**src/cfg_status_cfg.svh**
```systemverilog
// Constants for the configuration status word and legacy serial output.
// Assumes inclusion by the package and the status block; definitions only.
`ifndef CFG_STATUS_CFG_SVH
`define CFG_STATUS_CFG_SVH

// Register select codes on the configuration port
`define STATUS_ADDR 5'h07
`define LEGACY_OUT_ADDR 5'h08
`define ADDR_W 5

// Status field positions
`define BIT_KEY_ORDER 15
`define BIT_DECRYPT 14
`define BIT_PART_ID 13
`define BIT_DONE 12
`define BIT_INIT 11
`define BIT_MODE_HI 10
`define BIT_MODE_LO 8
`define BIT_HOLD 7
`define BIT_GWE 6
`define BIT_TRISTATE 5
`define BIT_OVERRUN 4
`define BIT_MATCH 3
`define BIT_LOCK 2
`define BIT_SECURED 1
`define BIT_CRC 0

// Reset values
`define STATUS_RESET 32'h0000_0000
`define LEGACY_RESET 32'h0000_0000

// Serial mode codes of mode_select_pins
`define MODE_MASTER_SERIAL 3'h0
`define MODE_SLAVE_SERIAL 3'h7

// Legacy shifter bit count
`define LEGACY_BITS 32

`endif

```
**src/cfg_status_pkg.sv**
```systemverilog
// Types for the configuration status block.
// Assumes cfg_status_cfg.svh is on the include path.
`include "cfg_status_cfg.svh"
package cfg_status_pkg;
    // Access on the configuration port
    typedef struct packed {
        logic rd;
        logic wr;
        logic [`ADDR_W-1:0] addr;
        logic [31:0] wdata;
    } port_req_type;

    // Event strobes from the configuration engine
    typedef struct packed {
        logic key_out_of_order;
        logic frame_data_input_outside_decrypt;
        logic frame_data_input_without_id;
        logic data_too_fast;
        logic crc_fail;
        logic crc_pass;
    } cfg_event_type;

    // Legacy shifter states
    typedef enum logic [1:0] {
        SH_IDLE = 2'b01,
        SH_SHIFT = 2'b10
    } shift_state_type;
endpackage : cfg_status_pkg

```
**src/legacy_serial_out.sv**
```systemverilog
// Legacy output shifter: serialises a written word onto the daisy-chain output.
// Assumes the loader only asserts i_load in a serial configuration mode.
`timescale 1ns/10ps
`include "cfg_status_cfg.svh"
module legacy_serial_out
    import cfg_status_pkg::*;
#(
    parameter int BITS = `LEGACY_BITS
) (
    // Clock and reset
    input wire logic i_clk,
    input wire logic i_rst_n,
    // Load side
    input wire logic i_load,
    input wire logic [BITS-1:0] i_word,
    // Serial side
    output logic o_dout,
    output logic o_busy
);
    localparam int CW = $clog2(BITS + 1);
    shift_state_type state_reg;
    logic [BITS-1:0] shift_reg;
    logic [CW-1:0] count_reg;

    // State and bit counter
    always_ff @(posedge i_clk or negedge i_rst_n) begin
        if (!i_rst_n) begin
            state_reg <= SH_IDLE;
            count_reg <= '0;
        end else begin
            unique case (state_reg)
                SH_IDLE: begin
                    if (i_load) begin
                        state_reg <= SH_SHIFT;
                        count_reg <= CW'(BITS);
                    end
                end
                SH_SHIFT: begin
                    count_reg <= count_reg - 1'b1;
                    if (count_reg == CW'(1)) begin
                        state_reg <= SH_IDLE;
                    end
                end
            endcase
        end
    end

    // Data shifter, MSB first
    always_ff @(posedge i_clk or negedge i_rst_n) begin
        if (!i_rst_n) begin
            shift_reg <= '0;
            o_dout <= 1'b0;
        end else if (state_reg == SH_IDLE && i_load) begin
            shift_reg <= i_word;
        end else if (state_reg == SH_SHIFT) begin
            o_dout <= shift_reg[BITS-1];
            shift_reg <= {shift_reg[BITS-2:0], 1'b0};
        end
    end

    // Busy flag
    always_ff @(posedge i_clk or negedge i_rst_n) begin
        if (!i_rst_n) begin
            o_busy <= 1'b0;
        end else begin
            o_busy <= (state_reg == SH_IDLE) ? i_load : (count_reg != CW'(1));
        end
    end
endmodule : legacy_serial_out

```
**src/config_status_reporting.sv**
```systemverilog
// Configuration status word and legacy serial output register.
// Assumes one config_clock domain; pins arrive asynchronously.
`timescale 1ns/10ps
`include "cfg_status_cfg.svh"
module config_status_reporting
    import cfg_status_pkg::*;
#(
    parameter int BANKS = 8,
    parameter int CLOCK_MANAGERS = 4
) (
    // Clock and reset
    input wire logic i_clk,
    input wire logic i_resetn,
    // Parallel configuration port
    input wire port_req_type i_par_req,
    output logic [31:0] o_par_rdata,
    output logic o_par_rvalid,
    // Boundary-scan port
    input wire port_req_type i_jtag_req,
    output logic [31:0] o_jtag_rdata,
    output logic o_jtag_rvalid,
    // Configuration engine events and global signals
    input wire cfg_event_type i_event,
    input wire logic i_interconnect_hold_n,
    input wire logic i_global_write_en,
    input wire logic i_config_tristate_n,
    input wire logic i_decryptor_secured,
    // Per-bank and per-manager aggregates
    input wire logic [BANKS-1:0] i_bank_match,
    input wire logic [BANKS-1:0] i_bank_has_impedance_control,
    input wire logic [CLOCK_MANAGERS-1:0] i_clock_manager_lock,
    input wire logic [CLOCK_MANAGERS-1:0] i_clock_manager_used,
    // Device pins
    input wire logic i_program_pin_n,
    input wire logic i_done_pin,
    input wire logic i_init_pin,
    input wire logic [2:0] i_mode_select_pins,
    // Serial daisy-chain output
    output logic o_dout,
    output logic o_legacy_busy
);
    logic [1:0] rst_sync_reg;
    logic rst_n;
    logic [1:0] program_pin_n_sync_reg;
    logic [1:0] done_sync_reg;
    logic [1:0] init_sync_reg;
    logic [2:0] mode_sync1_reg;
    logic [2:0] mode_sync2_reg;
    logic key_order_error_reg;
    logic decryptor_fault_reg;
    logic part_id_mismatch_reg;
    logic overrun_reg;
    logic crc_error_reg;
    logic [BANKS-1:0] bank_ok;
    logic [CLOCK_MANAGERS-1:0] cm_ok;
    logic impedance_matched_all;
    logic clock_managers_locked;
    logic [31:0] status_word;
    logic serial_mode;
    logic legacy_load;
    logic shifter_dout;
    logic shifter_busy;

    // Reset release through two flip-flops
    always_ff @(posedge i_clk or negedge i_resetn) begin
        if (!i_resetn) begin
            rst_sync_reg <= 2'h0;
        end else begin
            rst_sync_reg <= {rst_sync_reg[0], 1'b1};
        end
    end
    assign rst_n = rst_sync_reg[1];

    // Pin synchronisers
    always_ff @(posedge i_clk or negedge rst_n) begin
        if (!rst_n) begin
            program_pin_n_sync_reg <= 2'h3;
            done_sync_reg <= 2'h0;
            init_sync_reg <= 2'h0;
            mode_sync1_reg <= 3'h0;
            mode_sync2_reg <= 3'h0;
        end else begin
            program_pin_n_sync_reg <= {program_pin_n_sync_reg[0], i_program_pin_n};
            done_sync_reg <= {done_sync_reg[0], i_done_pin};
            init_sync_reg <= {init_sync_reg[0], i_init_pin};
            mode_sync1_reg <= i_mode_select_pins;
            mode_sync2_reg <= mode_sync1_reg;
        end
    end

    // Key order flag: set on a misordered key, held until program pin
    always_ff @(posedge i_clk or negedge rst_n) begin
        if (!rst_n) begin
            key_order_error_reg <= 1'b0;
        end else if (i_event.key_out_of_order) begin
            key_order_error_reg <= 1'b1;
        end else if (!program_pin_n_sync_reg[1]) begin
            key_order_error_reg <= 1'b0;
        end
    end

    // Decryptor fault: sticky, set beats program clear
    always_ff @(posedge i_clk or negedge rst_n) begin
        if (!rst_n) begin
            decryptor_fault_reg <= 1'b0;
        end else if (i_event.frame_data_input_outside_decrypt) begin
            decryptor_fault_reg <= 1'b1;
        end else if (!program_pin_n_sync_reg[1]) begin
            decryptor_fault_reg <= 1'b0;
        end
    end

    // Part ID mismatch: sticky until program pin
    always_ff @(posedge i_clk or negedge rst_n) begin
        if (!rst_n) begin
            part_id_mismatch_reg <= 1'b0;
        end else if (i_event.frame_data_input_without_id) begin
            part_id_mismatch_reg <= 1'b1;
        end else if (!program_pin_n_sync_reg[1]) begin
            part_id_mismatch_reg <= 1'b0;
        end
    end

    // Input overrun flag
    always_ff @(posedge i_clk or negedge rst_n) begin
        if (!rst_n) begin
            overrun_reg <= 1'b0;
        end else if (i_event.data_too_fast) begin
            overrun_reg <= 1'b1;
        end else if (!program_pin_n_sync_reg[1]) begin
            overrun_reg <= 1'b0;
        end
    end

    // CRC result: fail sets, a passing check or program pin clears
    always_ff @(posedge i_clk or negedge rst_n) begin
        if (!rst_n) begin
            crc_error_reg <= 1'b0;
        end else if (i_event.crc_fail) begin
            crc_error_reg <= 1'b1;
        end else if (i_event.crc_pass || !program_pin_n_sync_reg[1]) begin
            crc_error_reg <= 1'b0;
        end
    end

    // Per-bank and per-manager contributions
    genvar gb;
    generate
        for (gb = 0; gb < BANKS; gb++) begin : g_bank
            assign bank_ok[gb] = i_bank_match[gb] | ~i_bank_has_impedance_control[gb];
        end
        for (gb = 0; gb < CLOCK_MANAGERS; gb++) begin : g_cm
            assign cm_ok[gb] = i_clock_manager_lock[gb] | ~i_clock_manager_used[gb];
        end
    endgenerate
    assign impedance_matched_all = &bank_ok;
    assign clock_managers_locked = &cm_ok;

    // Status word assembly; upper half tied to zero
    always_comb begin
        status_word = `STATUS_RESET;
        status_word[`BIT_KEY_ORDER] = key_order_error_reg;
        status_word[`BIT_DECRYPT] = decryptor_fault_reg;
        status_word[`BIT_PART_ID] = part_id_mismatch_reg;
        status_word[`BIT_DONE] = done_sync_reg[1];
        status_word[`BIT_INIT] = init_sync_reg[1];
        status_word[`BIT_MODE_HI:`BIT_MODE_LO] = mode_sync2_reg;
        status_word[`BIT_HOLD] = i_interconnect_hold_n;
        status_word[`BIT_GWE] = i_global_write_en;
        status_word[`BIT_TRISTATE] = i_config_tristate_n;
        status_word[`BIT_OVERRUN] = overrun_reg;
        status_word[`BIT_MATCH] = impedance_matched_all;
        status_word[`BIT_LOCK] = clock_managers_locked;
        status_word[`BIT_SECURED] = i_decryptor_secured;
        status_word[`BIT_CRC] = crc_error_reg;
    end

    // Parallel port read answer, one cycle after the request
    always_ff @(posedge i_clk or negedge rst_n) begin
        if (!rst_n) begin
            o_par_rdata <= 32'h0000_0000;
            o_par_rvalid <= 1'b0;
        end else begin
            o_par_rvalid <= i_par_req.rd;
            if (i_par_req.rd && i_par_req.addr == `STATUS_ADDR) begin
                o_par_rdata <= status_word;
            end else begin
                o_par_rdata <= 32'h0000_0000;
            end
        end
    end

    // Boundary-scan read answer, one cycle after the request
    always_ff @(posedge i_clk or negedge rst_n) begin
        if (!rst_n) begin
            o_jtag_rdata <= 32'h0000_0000;
            o_jtag_rvalid <= 1'b0;
        end else begin
            o_jtag_rvalid <= i_jtag_req.rd;
            if (i_jtag_req.rd && i_jtag_req.addr == `STATUS_ADDR) begin
                o_jtag_rdata <= status_word;
            end else begin
                o_jtag_rdata <= 32'h0000_0000;
            end
        end
    end

    // Legacy output writes accepted only in serial modes from the parallel path
    // (serial bitstream arrives on that path); scan writes never load it
    assign serial_mode = (mode_sync2_reg == `MODE_MASTER_SERIAL) ||
                         (mode_sync2_reg == `MODE_SLAVE_SERIAL);
    assign legacy_load = i_par_req.wr && (i_par_req.addr == `LEGACY_OUT_ADDR) &&
                         serial_mode && !shifter_busy;

    // Serialiser for the daisy chain
    legacy_serial_out #(
        .BITS(`LEGACY_BITS)
    ) u_legacy (
        .i_clk(i_clk),
        .i_rst_n(rst_n),
        .i_load(legacy_load),
        .i_word(i_par_req.wdata),
        .o_dout(shifter_dout),
        .o_busy(shifter_busy)
    );

    // Output flops for the serial pin
    always_ff @(posedge i_clk or negedge rst_n) begin
        if (!rst_n) begin
            o_dout <= 1'b0;
            o_legacy_busy <= 1'b0;
        end else begin
            o_dout <= shifter_dout;
            o_legacy_busy <= shifter_busy;
        end
    end
endmodule : config_status_reporting

```
**config.mk**
```make
export PLATFORM = sky130hd
export DESIGN_NAME = config_status_reporting
export DESIGN_NICKNAME = d
export VERILOG_FILES = /design/src/cfg_status_pkg.sv /design/src/legacy_serial_out.sv /design/src/config_status_reporting.sv
export VERILOG_INCLUDE_DIRS = /design/src
export SDC_FILE = /design/constraint.sdc
export NUM_CORES = 1
export LEC_CHECK = 0
export ABC_AREA = 1
export CORE_AREA = 2 2 86 88
export CTS_CLUSTER_SIZE = 28
export DETAILED_ROUTE_END_ITERATION = 7
export DIE_AREA = 0 0 88 90
export DONT_BUFFER_PORTS = 1
export HOLD_SLACK_MARGIN = 0.1
export PLACE_DENSITY = 0.85
export SKIP_CTS_REPAIR_TIMING = 1
export SLEW_MARGIN = 30
export SYNTH_ARGS = -nofsm -noshare
export SYNTH_HDL_FRONTEND = slang
export SYNTH_HIERARCHICAL = 1
export SYNTH_SLANG_ARGS = --single-unit
```
**constraint.sdc**
```tcl
create_clock -name i_clk -period 8.67 [get_ports i_clk]
set_input_delay 1.734 -clock i_clk [delete_from_list [all_inputs] [get_ports i_clk]]
set_output_delay 1.734 -clock i_clk [all_outputs]
set_load 0.02 [all_outputs]
```
# Yosys cells after proc, flatten, opt, wreduce, memory -nomap -nowiden
# Cells that the tools add are included.
# op_classes
eq_ne,14
add_sub_neg,1
n_reduce_logical,17
mux,17
bitwise_logic,25
# op_table
cell,n
$mux W32,2
$mux W16,2
$not A1 Y1,13
$or A1 B1 Y1,12
$pmux W6 S2,1
$eq A5 B3 Y1 const B,2
$mux W1,8
$ne A2 B2 Y1 const B,4
$reduce_and A8 Y1,1
$eq A6 B1 Y1 const B,1
$logic_and A1 B1 Y1,6
$mux W6,1
$ne A6 B1 Y1 const B,1
$sub A6 B1 Y6 const B,1
$eq A5 B4 Y1 const B,1
$mux W2,2
$ne A2 B1 Y1 const B,2
$pmux W2 S2,1
$reduce_and A2 Y1,2
$reduce_and A4 Y1,1
$reduce_bool A2 Y1,2
$eq A3 B3 Y1 const B,1
$logic_not A3 Y1,1
$eq A2 B1 Y1 const B,1
3 further kinds,5
# word_totals
elab_cells,96
register_bits,97
inputBits,120
out_inout_bits,68

# Longest topological paths before layout
# depth
word_depth,7
depth_mapped,9
depth_no_buf,9

# Modules after synthesis
# Netlist, hierarchy kept.
# by_module_without_submodules
module,cells_each,area_each_um2,instances,seq_area_each_um2
config_status_reporting,193,2099.5,1,1378.8
legacy_serial_out,213,1966.9,1,1052.3

# Least setup slack after synthesis
# OpenSTA, ideal clock, no wires.
# synth_timing
path_type,input to register
startpoint,in i_par_req[37] (netlist bit)
endpoint,reg u_legacy.shift_reg[1]
required_ns,8.540
path_slack_ns,5.897
arrival_ns,2.643
setup_time_ns,0.130
n_path_buf,1
cell_stages,8
path_cell_list,nand2_1 -> nor2_1 -> nand3_1 -> a21oi_1 -> nand3_4 -> nand2_4 -> buf_4 -> o211ai_1
# synth_via
elab_chain_cells,5
elab_cells_between_ends,6
classes_between,1 x mux; 5 x reduce/logical
# synth_rtl
element,line_no,rtl
from (decl),config_status_reporting.sv:15,"input wire port_req_type i_par_req,"
$logic_and A1 B1 Y1 (*) (3 in series),config_status_reporting.sv:212,assign legacy_load = i_par_req.wr && (i_par_req.addr == `LEGACY_OUT_ADDR) &&
via legacy_load,config_status_reporting.sv:60,logic legacy_load;
$logic_and A1 B1 Y1 (*),legacy_serial_out.sv:53,end else if (state_reg == SH_IDLE && i_load) begin
$mux W32 / $reduce_bool A2 Y1 (equally long branches),-,
to (signal assigned),legacy_serial_out.sv:54,shift_reg <= i_word;
to (signal assigned),legacy_serial_out.sv:57,"shift_reg <= {shift_reg[BITS-2:0], 1'b0};"
to (decl),legacy_serial_out.sv:22,logic [BITS-1:0] shift_reg;
# The timed path passes the listed nets; every way through them passes the cells marked *.
# A chain may end at the register's enable or synchronous reset.

# Worst setup path in the final report
# layout_timing
startpoint,in i_par_req[37] (netlist bit)
endpoint,reg u_legacy.shift_reg[21]
# Same word-level chain as after synthesis.

==> metrics.yaml <==
status: "finished clean"
dp_hpwl_mm: 5.02
critPathMaxFanout: 32
setup_tns_ns: 0
drv_slew: 0
cts_htree_levels: 3
r2r_setup_slack_ns: 6.65
antennaDiodeCount: 0
drive_gt1_share_pct: 10.7
synthCells: 406
largest_reg_flops: 32
period_share_pct: 34.7
cpLargestDelayFamily: "simple AND/OR/NAND/NOR gates"
wl_mm: 7.17
grt_setup_unrepaired: "no"
drtIter0Drc: 124
io_pins: 188
synth_edf_count: 0
die_width_um: 88
remaining_drc_errors: 0
async_reset_ff_share_pct: 100
end_kind: "register"
ys_top_cells_by_area: "dfrtp_1, nand2_1, buf_4"
setup_viol: 0
first_pass_iters: 4
cts_tree: "yes"
clk_latency_ns: 0.36
port_buffers: 0
crit_chain: "nand2_1, nor2_1, nand3_1, a21oi_1, nand3_4, inv_2, nand2_1, o211ai_1"
vias: 2567
coreArea_um2: 7020
final_cells: 509
crit_type: "in -> reg"
postSynthAreaPerCell_um2: 10.0
p_leak_nw: 2.06
multi_input_comb_area_um2: 1200
cts.reportedPaths.clkPinSlew_ns: 0.10
skew_ns: 0.0122
syn_to_final_growth_pct: 3.29
path_common_cell: "nand2_1"
max_freq_mhz: 332
yosys_register_bits: 97
cts_buffers: 9
die_area_um2: 7920
antenna_found_initial: 0
fillCellCount: 593
pwr_density_cell_nw_per_um2: 211
worstSetupStartpointType: "primary input"
clkSinkCount: 97
fin_crit_ns: 3.01
place.gp.congestion: 0.763
clock_path_buffers: 2
cts_root_buf: "clkbuf_8"
globalRouteOverflowTotal: 0
peakVddDrop_uv: 127
ant_nets: 0
cp.arrival_ns: 3.29
synth_area_leader_cell: "dfrtp_1"
regArea_um2: 2430
row_count: 31
nets: 527
hold_viol: 0
r2r-start: "mode_sync2_reg[1]"
placed_cells_incl_taps: 493
synth.distinct_cells: 27
crit_buf_inv: 1
initial_core_util_pct: 57.9
avgViaCountPerCell: 5.04
die_h_um: 90
crit_path_start: "i_par_req[37]"
ys.flop_type: "dfrtp_1"
grt_pass1_wl_mm: 11.8
max_stage_delay_ns: 0.47
slowest_stage: "inv_2"
cp.required_ns: 8.95
synth_common_cells: "dfrtp_1, nand2_1, inv_1"
grt_pass1_vias: 2515
maxCapViolCount: 0
yosysSeqAreaShare_pct: 59.8
relSlewSlack_pct: 62.5
ys_warn_count: 6
grtUsageTotal_pct: 19.1
synth_top_cell_area_share_pct: 57.8
grt_max_degree: 56
min_path_type: "reg -> async"
worstMarginPinSlew_ns: 0.563
syn_area_um2: 4070
routedWlPerCell_um: 14.1
synth.most_common_cell: "dfrtp_1"
[per-layer routing]
metal	global-route usage (%)	routed length [um]	part of all wire, %
met3	4.87	422	5.9
met1	24.8	2930	41
met5	0	0	0
met4	8.21	110	1.5
met2	30.2	3710	52
[worst register-to-register path: cells and delay by family, from the launching register on]
| kind | cells | cell delay [ns] |
|---|---|---|
| AO/OA/AOI/OAI | 2 | 0.45 |
| AND/OR/NAND/NOR | 3 | 0.50 |
| flip-flops | 1 | 0.40 |
| buffers and inverters | 2 | 0.60 |
[report_power, final]
part / internal (mW) / switching (mW) / leakage, nW
Sequential: 0.475 / 0.0240 / 1.26
Combinational: 0.0276 / 0.0705 / 0.698
Clock: 0.115 / 0.173 / 0.0994
[logic make-up after synthesis]
family,after synthesis,synth area share [%]
buf+inv,100,13.6
compound gates,48,8.58
fa+ha+maj,2,0.615
other cells,2,0.185
flops,97,59.8
simple gates,157,17.3
[per-stage QoR]
stage | total power [mW] | util [%] | cell area (um^2) | worst slack, ns | hold WS [ns]
2_1_floorplan | 0.597 | - | 4180 | 5.77 | 0.331
3_3_place_gp | 0.594 | 56.5 | 3970 | 5.33 | 0.335
3_5_place_dp | 0.605 | 56.9 | 4000 | 5.35 | 0.336
4_1_cts | 0.893 | 59.8 | 4200 | 5.69 | 0.358
5_1_grt | 0.935 | 59.8 | 4200 | 5.46 | 0.366
6_report | 0.885 | 59.8 | 4200 | 5.66 | 0.329
[placed cells by master, fill, tap and decap left out, types with 2 or more instances in the layout]
cell      instances
o211ai_1         28
o211ai_2          3
nor2_1           33
inv_8             2
o21ai_0           4
clkinv_8          2
nand2_1          81
o21bai_1          6
nand2_4           2
conb_1           33
clkbuf_8          9
nand4_1           2
inv_2             4
nor2_2            9
dfrtp_1          93
a21oi_1           5
nand3_1          25
dfstp_2           3
inv_1            52
ha_1              2
[final timing paths]
| path | endpoint | depth (start not counted) |
|---|---|---|
| setup / recovery | u_legacy/shift_reg[21] | 8 |
| hold / removal | u_legacy/shift_reg[5] | 0 |
| setup reg to reg | u_legacy/shift_reg[21] | 7 |
| hold reg to reg | u_legacy/shift_reg[5] | 0 |
| max in group asynchronous | rst_sync_reg[1] | 0 |
| min in group i_clk | mode_sync2_reg[1] | 0 |
[final cells by class]
type	instances	share of cell area, %
Sequential cell	97	58.0
Multi-Input combinational cell	240	28.6
Inverter	56	5.00
Clock buffer	9	2.95
Tap cell	99	2.95
Clock inverter	7	1.91
Timing Repair Buffer	1	0.655
No activity file was read; power rests on OpenSTA's default activity.
